`src/core/sic_pkg.sv`:
```
// constants for the snapshot input conditioner
package sic_pkg;
    localparam int unsigned CLK_HZ = 25000000;
    localparam int unsigned SAMPLE_US = 160;
    localparam int unsigned SAMPLE_CYC = (CLK_HZ / 1000000) * SAMPLE_US;
    localparam int unsigned MS_CYC = CLK_HZ / 1000;
    localparam logic [7:0] FILT_DEFAULT = 8'h0a;
    localparam logic [11:0] A_CTRL = 12'h000;
    localparam logic [11:0] A_FILT = 12'h004;
    localparam logic [11:0] A_STAT = 12'h008;
    localparam logic [11:0] A_MASK = 12'h00c;
    localparam logic [11:0] A_CLR = 12'h010;
    localparam int B_EN = 0;
    localparam int B_PRE = 1;
    localparam int B_POL = 2;
    localparam int B_KEYIN = 3;
    localparam int B_KEYOUT = 4;
    localparam logic [1:0] RESP_OK = 2'h0;
    localparam logic [1:0] RESP_ERR = 2'h2;
endpackage

```
`src/core/sic_top.sv`:
```
// snapshot trigger input conditioner with axi4-lite registers
`timescale 1ns/1ps
`default_nettype none
module sic_top #(
    parameter int unsigned SAMPLE_CYC = sic_pkg::SAMPLE_CYC,
    parameter int unsigned MS_CYC = sic_pkg::MS_CYC
) (
    input wire logic CLOCK,
    input wire logic RESETN,
    input wire logic SNAP_PIN,
    input wire logic KEY_PIN,
    output logic PIN_EVENT,
    output logic KEY_EVENT,
    output logic KEY_LATCHED,
    output logic WAIT_CANCEL,
    output logic IRQ,
    input wire logic [11:0] AWADDR,
    input wire logic AWVALID,
    output logic AWREADY,
    input wire logic [31:0] WDATA,
    input wire logic [3:0] WSTRB,
    input wire logic WVALID,
    output logic WREADY,
    output logic [1:0] BRESP,
    output logic BVALID,
    input wire logic BREADY,
    input wire logic [11:0] ARADDR,
    input wire logic ARVALID,
    output logic ARREADY,
    output logic [31:0] RDATA,
    output logic [1:0] RRESP,
    output logic RVALID,
    input wire logic RREADY
);
    logic [1:0] s1_q, s2_q;
    logic [15:0] tick_q, tick_d;
    logic tick;
    logic [1:0] smp_q, smp_d, prev_q, prev_d;
    logic [1:0] qual;
    logic [7:0] lk_ms_q [2];
    logic [7:0] lk_ms_d [2];
    logic [15:0] lk_sub_q [2];
    logic [15:0] lk_sub_d [2];
    logic [1:0] ev_d;
    logic en_q, en_d, pre_q, pre_d, pol_q, pol_d, rst_done_q;
    logic [7:0] filt_q, filt_d;
    logic klat_q, klat_d, cancel_d;
    logic [1:0] st_q, st_d, msk_q, msk_d;
    logic aw_q, aw_d, w_q, w_d, bv_q, bv_d, rv_q, rv_d;
    logic [11:0] awa_q, awa_d;
    logic [31:0] wd_q, wd_d, rd_q, rd_d;
    logic [1:0] br_q, br_d, rr_q, rr_d;
    logic wr_go, ctrl_wr;
    logic wstrb_q, wstrb_d;
    logic awrdy_q, awrdy_d, wrdy_q, wrdy_d, arrdy_q, arrdy_d;

    // two-stage synchronisers for both pins
    always_ff @(posedge CLOCK or negedge RESETN) begin
        if (!RESETN) begin
            s1_q <= 2'h3;
            s2_q <= 2'h3;
        end else begin
            s1_q <= {KEY_PIN, SNAP_PIN};
            s2_q <= s1_q;
        end
    end

    assign tick = (tick_q == 16'(SAMPLE_CYC - 1));

    always_comb begin
        tick_d = tick ? 16'h0000 : tick_q + 16'h0001;
        smp_d = smp_q;
        prev_d = prev_q;
        if (tick) begin
            smp_d = s2_q;
            prev_d = smp_q;
        end
    end

    always_ff @(posedge CLOCK or negedge RESETN) begin
        if (!RESETN) begin
            tick_q <= 16'h0000;
            smp_q <= 2'h3;
            prev_q <= 2'h3;
        end else begin
            tick_q <= tick_d;
            smp_q <= smp_d;
            prev_q <= prev_d;
        end
    end

    // per source edge detect with a lockout timer for each source
    genvar g;
    generate
        for (g = 0; g < 2; g++) begin : g_src
            always_comb begin
                qual[g] = pol_q ? (smp_q[g] & ~prev_q[g]) : (~smp_q[g] & prev_q[g]);
                lk_ms_d[g] = lk_ms_q[g];
                lk_sub_d[g] = lk_sub_q[g];
                ev_d[g] = 1'b0;
                if (lk_ms_q[g] != 8'h00) begin
                    if (lk_sub_q[g] == 16'(MS_CYC - 1)) begin
                        lk_sub_d[g] = 16'h0000;
                        lk_ms_d[g] = lk_ms_q[g] - 8'h01;
                    end else begin
                        lk_sub_d[g] = lk_sub_q[g] + 16'h0001;
                    end
                end else if (tick && (smp_q[g] != prev_q[g])) begin
                    // a change seen once the lockout has expired starts a new one, a qualifying one fires at once if enabled
                    ev_d[g] = qual[g] & en_q;
                    lk_ms_d[g] = filt_q;
                    lk_sub_d[g] = 16'h0000;
                end
            end
            always_ff @(posedge CLOCK or negedge RESETN) begin
                if (!RESETN) begin
                    lk_ms_q[g] <= 8'h00;
                    lk_sub_q[g] <= 16'h0000;
                end else begin
                    lk_ms_q[g] <= lk_ms_d[g];
                    lk_sub_q[g] <= lk_sub_d[g];
                end
            end
        end
    endgenerate

    always_ff @(posedge CLOCK or negedge RESETN) begin
        if (!RESETN) begin
            PIN_EVENT <= 1'b0;
            KEY_EVENT <= 1'b0;
        end else begin
            PIN_EVENT <= ev_d[0];
            KEY_EVENT <= ev_d[1];
        end
    end

    // axi4-lite slave; byte lane 0 must be strobed for a register to change
    assign wr_go = aw_q && w_q && !bv_q;
    assign ctrl_wr = wr_go && (awa_q == sic_pkg::A_CTRL) && wstrb_q;

    always_comb begin
        aw_d = aw_q;
        w_d = w_q;
        awa_d = awa_q;
        wd_d = wd_q;
        wstrb_d = wstrb_q;
        bv_d = bv_q;
        br_d = br_q;
        rv_d = rv_q;
        rd_d = rd_q;
        rr_d = rr_q;
        en_d = en_q;
        pre_d = pre_q;
        pol_d = pol_q;
        filt_d = filt_q;
        msk_d = msk_q;
        st_d = st_q;
        klat_d = klat_q;
        cancel_d = 1'b0;
        if (AWVALID && !aw_q) begin
            aw_d = 1'b1;
            awa_d = AWADDR;
        end
        if (WVALID && !w_q) begin
            w_d = 1'b1;
            wd_d = WDATA;
            wstrb_d = WSTRB[0];
        end
        if (!rst_done_q) begin
            en_d = pre_q;
        end
        if (wr_go) begin
            aw_d = 1'b0;
            w_d = 1'b0;
            bv_d = 1'b1;
            br_d = sic_pkg::RESP_OK;
            case (awa_q)
                sic_pkg::A_CTRL: begin
                    if (wstrb_q) begin
                        en_d = wd_q[sic_pkg::B_EN];
                        pre_d = wd_q[sic_pkg::B_PRE];
                        pol_d = wd_q[sic_pkg::B_POL];
                        klat_d = 1'b0;
                        cancel_d = 1'b1;
                    end
                end
                sic_pkg::A_FILT: begin
                    if (wstrb_q) begin
                        filt_d = wd_q[7:0];
                    end
                end
                sic_pkg::A_STAT: begin
                    if (wstrb_q) begin
                        st_d = st_q & ~wd_q[1:0];
                    end
                end
                sic_pkg::A_MASK: begin
                    if (wstrb_q) begin
                        msk_d = wd_q[1:0];
                    end
                end
                default: br_d = sic_pkg::RESP_ERR;
            endcase
        end
        // a key event latches after any clear in the same cycle
        if (ev_d[1]) begin
            klat_d = 1'b1;
        end
        st_d = st_d | ev_d;
        if (bv_q && BREADY) begin
            bv_d = 1'b0;
        end
        if (rv_q && RREADY) begin
            rv_d = 1'b0;
        end else if (ARVALID && !rv_q) begin
            rv_d = 1'b1;
            rr_d = sic_pkg::RESP_OK;
            rd_d = 32'h0000_0000;
            case (ARADDR)
                sic_pkg::A_CTRL: begin
                    rd_d[sic_pkg::B_EN] = en_q;
                    rd_d[sic_pkg::B_PRE] = pre_q;
                    rd_d[sic_pkg::B_POL] = pol_q;
                    rd_d[sic_pkg::B_KEYOUT] = klat_q;
                end
                sic_pkg::A_FILT: rd_d[7:0] = filt_q;
                sic_pkg::A_STAT: rd_d[1:0] = st_q;
                sic_pkg::A_MASK: rd_d[1:0] = msk_q;
                default: rr_d = sic_pkg::RESP_ERR;
            endcase
        end
        // ready flops mirror the hold flags so the bus sees register outputs
        awrdy_d = !aw_d;
        wrdy_d = !w_d;
        arrdy_d = !rv_d;
    end

    always_ff @(posedge CLOCK or negedge RESETN) begin
        if (!RESETN) begin
            aw_q <= 1'b0;
            awrdy_q <= 1'b1;
            wrdy_q <= 1'b1;
            arrdy_q <= 1'b1;
            w_q <= 1'b0;
            awa_q <= 12'h000;
            wd_q <= 32'h0000_0000;
            wstrb_q <= 1'b0;
            bv_q <= 1'b0;
            br_q <= 2'h0;
            rv_q <= 1'b0;
            rd_q <= 32'h0000_0000;
            rr_q <= 2'h0;
            en_q <= 1'b0;
            pre_q <= 1'b0;
            pol_q <= 1'b0;
            filt_q <= sic_pkg::FILT_DEFAULT;
            msk_q <= 2'h0;
            st_q <= 2'h0;
            klat_q <= 1'b0;
            rst_done_q <= 1'b0;
            WAIT_CANCEL <= 1'b0;
            IRQ <= 1'b0;
        end else begin
            aw_q <= aw_d;
            awrdy_q <= awrdy_d;
            wrdy_q <= wrdy_d;
            arrdy_q <= arrdy_d;
            w_q <= w_d;
            awa_q <= awa_d;
            wd_q <= wd_d;
            wstrb_q <= wstrb_d;
            bv_q <= bv_d;
            br_q <= br_d;
            rv_q <= rv_d;
            rd_q <= rd_d;
            rr_q <= rr_d;
            en_q <= en_d;
            pre_q <= pre_d;
            pol_q <= pol_d;
            filt_q <= filt_d;
            msk_q <= msk_d;
            st_q <= st_d;
            klat_q <= klat_d;
            rst_done_q <= 1'b1;
            WAIT_CANCEL <= cancel_d;
            IRQ <= |(st_d & msk_d);
        end
    end

    assign AWREADY = awrdy_q;
    assign WREADY = wrdy_q;
    assign BVALID = bv_q;
    assign BRESP = br_q;
    assign ARREADY = arrdy_q;
    assign RVALID = rv_q;
    assign RDATA = rd_q;
    assign RRESP = rr_q;
    assign KEY_LATCHED = klat_q;

    a_event_gated: assert property (@(posedge CLOCK) disable iff (!RESETN)
        !en_q |=> !PIN_EVENT && !KEY_EVENT) else $error("event while disabled");
    a_write_cancels: assert property (@(posedge CLOCK) disable iff (!RESETN)
        ctrl_wr |=> WAIT_CANCEL) else $error("no cancel on enable write");
    a_write_clears_key: assert property (@(posedge CLOCK) disable iff (!RESETN)
        (ctrl_wr && !ev_d[1]) |=> !klat_q) else $error("key latch kept");
    a_key_latches: assert property (@(posedge CLOCK) disable iff (!RESETN)
        KEY_EVENT |-> klat_q) else $error("key event not latched");
    a_cancel_single: assert property (@(posedge CLOCK) disable iff (!RESETN)
        WAIT_CANCEL |=> !WAIT_CANCEL) else $error("cancel longer than one cycle");
    a_preset_loaded: assert property (@(posedge CLOCK) disable iff (!RESETN)
        !rst_done_q |=> en_q == $past(pre_q)) else $error("enable not preset");
    a_pulse_single: assert property (@(posedge CLOCK) disable iff (!RESETN)
        PIN_EVENT |=> !PIN_EVENT) else $error("event longer than one cycle");
    a_key_pulse_single: assert property (@(posedge CLOCK) disable iff (!RESETN)
        KEY_EVENT |=> !KEY_EVENT) else $error("key event longer than one cycle");
    a_lockout_holds: assert property (@(posedge CLOCK) disable iff (!RESETN)
        PIN_EVENT && filt_q != 8'h00 |-> lk_ms_q[0] == filt_q) else $error("lockout not loaded");
    a_lockout_blocks: assert property (@(posedge CLOCK) disable iff (!RESETN)
        lk_ms_q[0] != 8'h00 |=> !PIN_EVENT) else $error("event during lockout");
    a_key_lockout_blocks: assert property (@(posedge CLOCK) disable iff (!RESETN)
        lk_ms_q[1] != 8'h00 |=> !KEY_EVENT) else $error("key event during lockout");
    a_zero_filter: assert property (@(posedge CLOCK) disable iff (!RESETN)
        PIN_EVENT && filt_q == 8'h00 |-> lk_ms_q[0] == 8'h00) else $error("lockout with zero filter");
    a_edge_polarity: assert property (@(posedge CLOCK) disable iff (!RESETN)
        PIN_EVENT |-> $past(pol_q ? smp_q[0] : !smp_q[0])) else $error("wrong edge");
    a_sample_spacing: assert property (@(posedge CLOCK) disable iff (!RESETN)
        tick |=> !tick) else $error("sample tick too close");
    a_sample_taken: assert property (@(posedge CLOCK) disable iff (!RESETN)
        tick |=> smp_q == $past(s2_q)) else $error("sample not taken on tick");
endmodule
`default_nettype wire

```
`config.mk`:
```
export PLATFORM = sky130hd
export DESIGN_NAME = sic_top
export DESIGN_NICKNAME = d
export VERILOG_FILES = /design/src/core/sic_pkg.sv /design/src/core/sic_top.sv
export SDC_FILE = /design/constraint.sdc
export NUM_CORES = 1
export LEC_CHECK = 0
export ABC_CLOCK_PERIOD_IN_PS = 2600
export BUFFER_PORTS_ARGS = -buffer_cell sky130_fd_sc_hd__buf_4
export CORE_ASPECT_RATIO = 1.4
export CORE_MARGIN = 4
export CORE_UTILIZATION = 55
export CTS_CLUSTER_DIAMETER = 50
export CTS_CLUSTER_SIZE = 28
export DETAILED_ROUTE_END_ITERATION = 8
export PLACE_DENSITY = 0.79
export SYNTH_ARGS = -nofsm -noshare
export SYNTH_HDL_FRONTEND = slang
export SYNTH_SLANG_ARGS = --single-unit
```
`constraint.sdc`:
```
create_clock -name CLOCK -period 2.6 [get_ports CLOCK]
set_clock_uncertainty 0.1 [all_clocks]
set_input_delay 0.39 -clock CLOCK [delete_from_list [all_inputs] [get_ports CLOCK]]
set_output_delay 0.39 -clock CLOCK [all_outputs]
set_load 0.005 [all_outputs]
```
## Word level (Yosys, flattened, before mapping)

Index checks and enable logic that the tools add are counted.

| operators by class | value |
|---|---|
| equality and inequality tests | 13 |
| reduce and logical (&&, ||, !) cells | 35 |
| muxes and demuxes | 51 |
| bitwise gates (word level) | 15 |
| $add $sub $neg | 5 |

Operator list:

| cell | count |
|---|---|
| two-way mux 16 bit | 7 |
| adder 16 x 1 -> 16 bit (second input constant) | 3 |
| equality test 12 x 4 -> 1 bit (second input constant) | 4 |
| two-way mux 8 bit | 6 |
| equality test 16 x 15 -> 1 bit (second input constant) | 2 |
| two-way mux 1 bit | 26 |
| equality test 12 x 3 -> 1 bit (second input constant) | 2 |
| logical NOT 12 bit | 2 |
| equality test 16 x 12 -> 1 bit (second input constant) | 1 |
| two-way mux 2 bit | 8 |
| nonzero test 8 bit | 2 |
| subtractor 8 x 1 -> 8 bit (second input constant) | 2 |
| nonzero test 2 bit | 6 |
| logical AND 1 bit | 9 |
| AND reduction 3 bit | 3 |
| one-hot mux 2 bit (4 select lines) | 1 |
| OR reduction 4 bit | 2 |
| logical NOT 1 bit | 7 |
| AND 1 bit | 6 |
| AND reduction 2 bit | 3 |
| NOT 1 bit | 5 |
| AND 2 bit | 2 |
| inequality test 2 x 1 -> 1 bit (second input constant) | 2 |
| one-hot mux 1 bit (2 select lines) | 2 |
| other kinds (5) | 6 |

| storage, ports and cells | value |
|---|---|
| register bits | 133 |
| output and inout bits | 46 |

## Logic depth before layout (Yosys ltp)

Gate-level depths: netlist of the first run.

| logic depth | value |
|---|---|
| depth in word-level cells | 9 |
| gate-level depth with buffers | 9 |

## Worst setup path after synthesis of the first run

OpenSTA, ideal clock, no wires.

| timing path | value |
|---|---|
| path kind | register to register |
| from | register awa_q[1] |
| to | register pol_q |
| data arrival time | 2,208 ps |
| slack | 167 ps |
| clock period less this slack | 2,433 ps |
| cell stages (with the launch flop) | 6 |
| setup time | 125 ps |
| cell sequence | dfrtp_1 > or4_4 > or4_4 > or4_1 > buf_2 > mux2_4 |

| between the ends | value |
|---|---|
| longest elaborated chain between the ends | 2 |

Ends and longest elaborated chain:

| item | line | RTL |
|---|---|---|
| start: declaration | sic_top.sv:50 | `logic [11:0] awa_q, awa_d;` |
| start signal: assignment | sic_top.sv:269 | `awa_q <= awa_d;` |
| logical NOT 12 bit | sic_top.sv:177 | `case (awa_q)` |
| AND reduction 3 bit (no line) | -- |  |
| end signal: assignment | sic_top.sv:279 | `pol_q <= pol_d;` |
| end: declaration | sic_top.sv:45 | `logic en_q, en_d, pre_q, pre_d, pol_q, pol_d, rst_done_q;` |

No other way between the ends.
A chain may end at the register's enable or synchronous reset.

## Worst setup path in the final report of the first run

| timing path | value |
|---|---|
| from | register awa_q[7] |
| to | register filt_q[6] |

| between the ends | value |
|---|---|
| longest elaborated chain between the ends | 2 |

Ends and longest elaborated chain:

| item | line | RTL |
|---|---|---|
| equality test 12 x 3 -> 1 bit | sic_top.sv:177 |  |
| AND reduction 3 bit (no line) | -- |  |
| end signal: assignment | sic_top.sv:256 | `filt_q <= sic_pkg::FILT_DEFAULT;` |
| end signal: assignment | sic_top.sv:280 | `filt_q <= filt_d;` |
| end: declaration | sic_top.sv:46 | `logic [7:0] filt_q, filt_d;` |

No other way between the ends.

==> impl_metrics.env, run 1 <==
export IMPL_status="complete, no violations"
export IMPL_setup_viol=0
export IMPL_synth_simple_gate_area_share_pct=18.58
export IMPL_synth_seq_area_share_pct=51.13
export IMPL_timing_rr_end="filt_q[6]"
export IMPL_drt_iter0_drc=251
export IMPL_clk_latency_ns=0.41
export IMPL_yosys_register_bits=131
export IMPL_wl_per_cell_um=17.42
export IMPL_worst_pin_slew_ns=0.5881
export IMPL_drt_total_wl_um=14960
export IMPL_syn_inst=619
export IMPL_slew_headroom_pct=60.43
export IMPL_synth_avg_cell_area_um2=10.41
export IMPL_min_path_cells=2
export IMPL_die_h_um=136.1
export IMPL_synth_xor_area_share_pct=1.903
export IMPL_hold_path_class="primary input to flop"
export IMPL_cts_root_buf="clkbuf_16"
export IMPL_cts_buffers=17
export IMPL_period_share_pct=98.03
export IMPL_setup_tns_ns=0
export IMPL_gp_congestion=0.8691
export IMPL_grt_max_degree=39
export IMPL_finalHoldViolCount=0
export IMPL_grtUsageMet1_pct=25.37
export IMPL_cts_tree="yes"
export IMPL_syn2layout_area_growth_pct=19.71
export IMPL_grt_total_usage_pct=22.89
export IMPL_criticalPathCategory="flop to flop"
export IMPL_clkSlewWorstSetupHoldPaths_ns=0.06
export IMPL_fin_crit_ns=2.549
export IMPL_yosysWarnings=0
export IMPL_crit_fanout=8
export IMPL_die_area_um2=13540
export IMPL_post_cts_buffers=0
export IMPL_diodes=0
export IMPL_die_width_um=99.48
export IMPL_synthFlopType="dfrtp_1"
export IMPL_grt_pass1_wl_um=24700
export IMPL_synth_top_area_cell="dfrtp_1"
export IMPL_hold_start="BREADY"
export IMPL_synth_top_cell_area_share_pct=45.83
export IMPL_drc=0
export IMPL_placed_cells=824
export IMPL_critical_path_max_stage_delay_ns=0.62
export IMPL_async_flop_share_pct=100.0
export IMPL_final_cell_count_no_fill=859
export IMPL_arrival_ns=2.74
export IMPL_clk_path_buf_depth=2
export IMPL_synth_top_family_by_area="simple AND/OR/NAND/NOR gates"
export IMPL_dpl_hpwl_um=10460
export IMPL_ys_types=57
export IMPL_io_buffers=61
export IMPL_ioPinCount=115
export IMPL_synth_mux_area_share_pct=8.175
export IMPL_fin_nets=782
export IMPL_synthMostInstantiatedCell="dfrtp_1"
export IMPL_worst_r2r_startpoint="awa_q[7]"
export IMPL_antenna_left=0
export IMPL_ir_drop_v=0.0006995
export IMPL_cp_start_kind="flop"
export IMPL_grt_pass1_vias=5170
export IMPL_drt_vias_per_instance=5.924
export IMPL_gr_usage_met2_pct=42.41
export IMPL_synth_area_um2=6444
export IMPL_power_leakage_nw=3.529
export IMPL_use_met3_pct=4.877
export IMPL_hold_end="BVALID"
export IMPL_core_area_um2=11400
export IMPL_via_count=5089
export IMPL_final_max_slew_viol_count=0
export IMPL_drt_pass1_iterations=5
export IMPL_h_tree_depth=4
export IMPL_rows=46
export IMPL_path_cells="or4_1, or4_4, nor2_1, nand4_2, mux2_2"
export IMPL_synth_edff_count=0
export IMPL_busiest_layer="met2"
export IMPL_layout_drive_gt1_share_pct=25.45
export IMPL_power_density_nw_per_um2=691.6
export IMPL_rrSetupSlack_ns=0.05
export IMPL_initial_utilization_pct=56.54
export IMPL_crit_path_end_kind="flop"
export IMPL_synth_adder_area_share_pct=2.136
export IMPL_worst_r2r_cell_count=5
export IMPL_gr_total_overflow=0
export IMPL_critPathRequiredTime_ns=2.79
export IMPL_antenna_found_initial=0
export IMPL_synthTopCellsByArea="dfrtp_1, mux2_2, dfstp_2"
export IMPL_clock_fmax_mhz=392.4
export IMPL_ys_top_cells_by_count="dfrtp_1, o21ai_0, nand2_1, nor2_1, mux2_2"
export IMPL_numClockSinks=131
export IMPL_synth_compound_area_share_pct=12.02
export IMPL_maxCapViolCount=0
export IMPL_slowest_stage="or4_1"
cell type report:
cell class	instances	area, um^2
flip-flops and latches	131	3294
repair buffers	88	680.7
fillers	845	3682
clock inverters	14	141.4
well taps	144	180.2
inverters	25	93.84
multi-input cells	439	2884
clock buffers	18	439.2
worst max-delay path: cells and delay by family, from the launching register on:
kind / cells / cell delay, ns
multiplexers: 1 / 0.38
flip-flops: 1 / 0.37
AND/OR/NAND/NOR: 4 / 1.57
how the worst max path moves through the flow:
| stage | from | end | slack (ns) | cells past startpoint |
|---|---|---|---|---|
| global route | awa_q[7] | filt_q[5] | -0.0004 | 5 |
| detailed placement | awa_q[7] | pol_q | 0.06 | 4 |
| global placement | awa_q[7] | pre_q | 0.10 | 4 |
| finish | awa_q[7] | filt_q[6] | 0.05 | 5 |
| floorplan | awa_q[1] | pol_q | 0.17 | 5 |
| CTS | awa_q[7] | pol_q | 0.02 | 4 |
flip-flops by register name (all words and copies together) (netlist names), 2 cells and up:
name and flops:
st_q 2, awa_q 12, s1_q 2, prev_q 2
msk_q 2, tick_q 16, RDATA 8, lk_sub_q 32
wd_q 8, filt_q 8, smp_q 2, s2_q 2
lk_ms_q 16
kinds of logic after synthesis:
logic type,count (synthesis)
compound gates,126
xor+xnor,14
fa+ha+maj,11
buf+inv,74
flops,131
mux,45
other cells,2
simple gates,216
repair_timing:
action,in CTS,in global routing
setup endpoints to repair,0,21
hold buffers,3,0
hold endpoints to repair,26,0
gates resized for setup,0,5
through the flow:
stage,utilization (%),total power [mW],instance area [um^2],setup slack [ns],hold slack [ns]
after floorplan,-,2.776,6538,0.1673,-0.005591
after global placement,62.12,2.980,7079,0.1004,0.2333
after detailed placement,62.12,3.018,7079,0.06077,0.2345
after CTS,67.48,5.361,7690,0.02334,0.04156
after global routing,67.69,5.547,7714,-0.0004463,0.05850
final,67.69,5.335,7714,0.05134,0.05498
routing by layer:
metal | share of wire, % | routed length [um]
met1 | 37 | 5557
met2 | 55 | 8163
met3 | 5.2 | 771
met4 | 3.1 | 469
met5 | 0 | 0
placed cells by master, fill, tap and decap left out, drive strengths merged, types with 8 or more instances in the layout:
cell,Yosys,routed
buf,33,85
clkbuf,16,18
inv,25,32
dfrtp,118,118
dfstp,13,13
nand3,28,28
ha,11,11
nand4,14,14
nor3,19,19
conb,2,27
a22o,12,12
nor2,39,39
mux2,35,35
a21oi,21,21
a21o,11,11
nand2,42,42
nor4,14,14
o21ai,56,56
or3,9,9
mux2i,8,8
or4,9,9
where the power goes:
group	internal [mW]	switching, mW	leakage (nW)
logic	0.299	0.241	1.55
clock network	1.37	0.966	0.278
registers	2.28	0.177	1.70
total	3.95	1.38	3.53
(Power assumes the default switching activity.)
==> run 2: changes to the inputs <==
Settings changed: CELL_PAD_IN_SITES_DETAIL_PLACEMENT from default to 1, CELL_PAD_IN_SITES_GLOBAL_PLACEMENT from default to 2, CORE_UTILIZATION 55 to 36, PLACE_DENSITY 0.79 to default, PLACE_DENSITY_LB_ADDON from default to 0.1.
==> impl_metrics.env, run 2 (synthesis gave the netlist of run 1 again) <==
export IMPL_combPwrFrac_pct=10.3
export IMPL_top_register="lk_sub_q"
export IMPL_dp_slack_ns=0.02819
export IMPL_core_area_um2=17470
export IMPL_setup_tns_ns=0
export IMPL_numClockSinks=131
export IMPL_drc=0
export IMPL_status="complete, no violations"
export IMPL_ir_drop_v=0.0005432
export IMPL_diodes=0
export IMPL_final_common_cell="dfrtp_1"
export IMPL_fin_crit_ns=2.528
export IMPL_placed_cell_area_um2=7226
export IMPL_maxCapViolCount=0
export IMPL_gr_total_overflow=0
export IMPL_cp_start_kind="flop"
export IMPL_crit_start="smp_q[1]"
export IMPL_p_seq_share_pct=47.0
export IMPL_clkPwrFrac_pct=42.8
export IMPL_final_max_slew_viol_count=0
export IMPL_path_buf_inv=1
export IMPL_antenna_left=0
export IMPL_power_leakage_nw=3.524
export IMPL_h_tree_depth=4
export IMPL_cts_root_buf="clkbuf_16"
export IMPL_fin_nets=784
export IMPL_cts_tree="yes"
export IMPL_clock_fmax_mhz=395.6
export IMPL_power_density_nw_per_um2=668.8
export IMPL_finalHoldViolCount=0
export IMPL_period_share_pct=97.21
export IMPL_hold_start="BREADY"
export IMPL_grt_pass1_wl_um=28330
export IMPL_top_regs="lk_sub_q (32), lk_ms_q (16), tick_q (16)"
export IMPL_power_internal_mw=3.829
export IMPL_hold_path_class="primary input to flop"
export IMPL_rsz0062_at_grt="yes"
export IMPL_post_cts_buffers=0
export IMPL_syn2layout_area_growth_pct=21.63
export IMPL_die_area_um2=20130
export IMPL_largest_reg_flops=32
export IMPL_drt_vias_per_instance=5.176
export IMPL_critical_path_max_stage_delay_ns=0.55
export IMPL_arrival_ns=2.69
export IMPL_via_count=4933
export IMPL_wl_per_cell_um=17.41
export IMPL_drt_iter0_drc=201
export IMPL_cts_buffers=17
export IMPL_ioPinCount=115
export IMPL_crit_path_end_kind="flop"
export IMPL_crit_fanout=12
export IMPL_die_width_um=121.1
export IMPL_criticalPathCategory="flop to flop"
export IMPL_initial_utilization_pct=36.88
export IMPL_grt_total_usage_pct=17.58
export IMPL_drt_total_wl_um=16590
export IMPL_layout_drive_gt1_share_pct=25.66
export IMPL_layout_common_cells="dfrtp_1, buf_4, o21ai_0"
export IMPL_critPathRequiredTime_ns=2.76
export IMPL_drt_pass1_iterations=4
export IMPL_fin_area_um2=7838
export IMPL_slowest_stage="dfstp_2"
export IMPL_gp_congestion=0.7800
export IMPL_dpl_hpwl_um=12150
export IMPL_clkSlewWorstSetupHoldPaths_ns=0.06
export IMPL_grt_pass1_vias=5523
export IMPL_switching_share_pct=26.96
export IMPL_critPathTopFamily="simple AND/OR/NAND/NOR gates"
export IMPL_die_h_um=166.3
export IMPL_worst_pin_slew_ns=0.9087
export IMPL_clk_path_buf_depth=2
export IMPL_clk_latency_ns=0.42
export IMPL_total_switching_power_mw=1.413
export IMPL_io_buffers=61
export IMPL_antenna_found_initial=0
export IMPL_slew_headroom_pct=37.69
export IMPL_worst_r2r_startpoint="smp_q[1]"
export IMPL_fin_ws_ns=0.07242
export IMPL_path_cells="inv_1, ha_1, nor4_1, and4_1, mux2i_1, o31ai_1, o21ai_0"
export IMPL_rows=57
export IMPL_setup_viol=0
export IMPL_grt_max_degree=49
run 2: cell types whose count changed in the layout (fill, tap and decap cells not counted), sizes merged:
cell,change
clkinv,+2
buf,+2
clkinvlp,-1
bufinv,-1
run 2: area by class of cell:
| class | instances | area, um^2 |
|---|---|---|
| multi-input combinational | 439 | 2893 |
| fill | 1959 | 9635 |
| clock inverter | 14 | 120.1 |
| timing repair buffer | 90 | 711.9 |
| clock buffer | 18 | 429.2 |
| inverter | 25 | 93.84 |
| sequential | 131 | 3294 |
| tap | 236 | 295.3 |
run 2: repair_timing:
action / in CTS / in global routing
resized for setup: 0 / 6
endpoints found under the hold margin: 40 / 0
endpoints found under the setup margin: 0 / 43
hold buffers: 3 / 0
run 2: worst paths after layout:
kind / end / slack, ns / cells after the start
min reg2reg: s2_q[1] / 0.26 / 0
max in group asynchronous: filt_q[1] / 1.36 / 3
min: BVALID / 0.04 / 2
max: lk_ms_q[4] / 0.07 / 7
max reg2reg: lk_ms_q[4] / 0.07 / 7
min in group asynchronous: lk_sub_q[30] / 0.39 / 2
run 2: power groups by stage:
stage | Sequential (mW) | Clock (mW) | Combinational (mW)
after global placement | 2.48 | 0 | 0.523
after global routing | 2.50 | 2.40 | 0.606
after floorplan | 2.43 | 0 | 0.345
after detailed placement | 2.50 | 0 | 0.547
after CTS | 2.46 | 2.31 | 0.554
final | 2.46 | 2.24 | 0.539
run 2: through the flow:
step	utilization (%)	power, mW	hold slack (ns)	instances
2_1_floorplan	-	2.776	-0.005591	644
3_3_place_gp	41.35	3.006	0.2514	918
3_5_place_dp	41.35	3.045	0.2501	918
4_1_cts	44.67	5.326	0.02162	953
5_1_grt	44.86	5.509	0.03365	953
6_report	44.86	5.242	0.03864	953
run 2: routing by layer:
metal / share of wire (%) / vias to the layer above / track usage [%]
met4: 1.9 / 0 / 5.720
met2: 55 / 64 / 31.34
met3: 2.7 / 19 / 4.123
li1: - / 2355 / -
met1: 41 / 2495 / 20.57
met5: 0 / - / 0
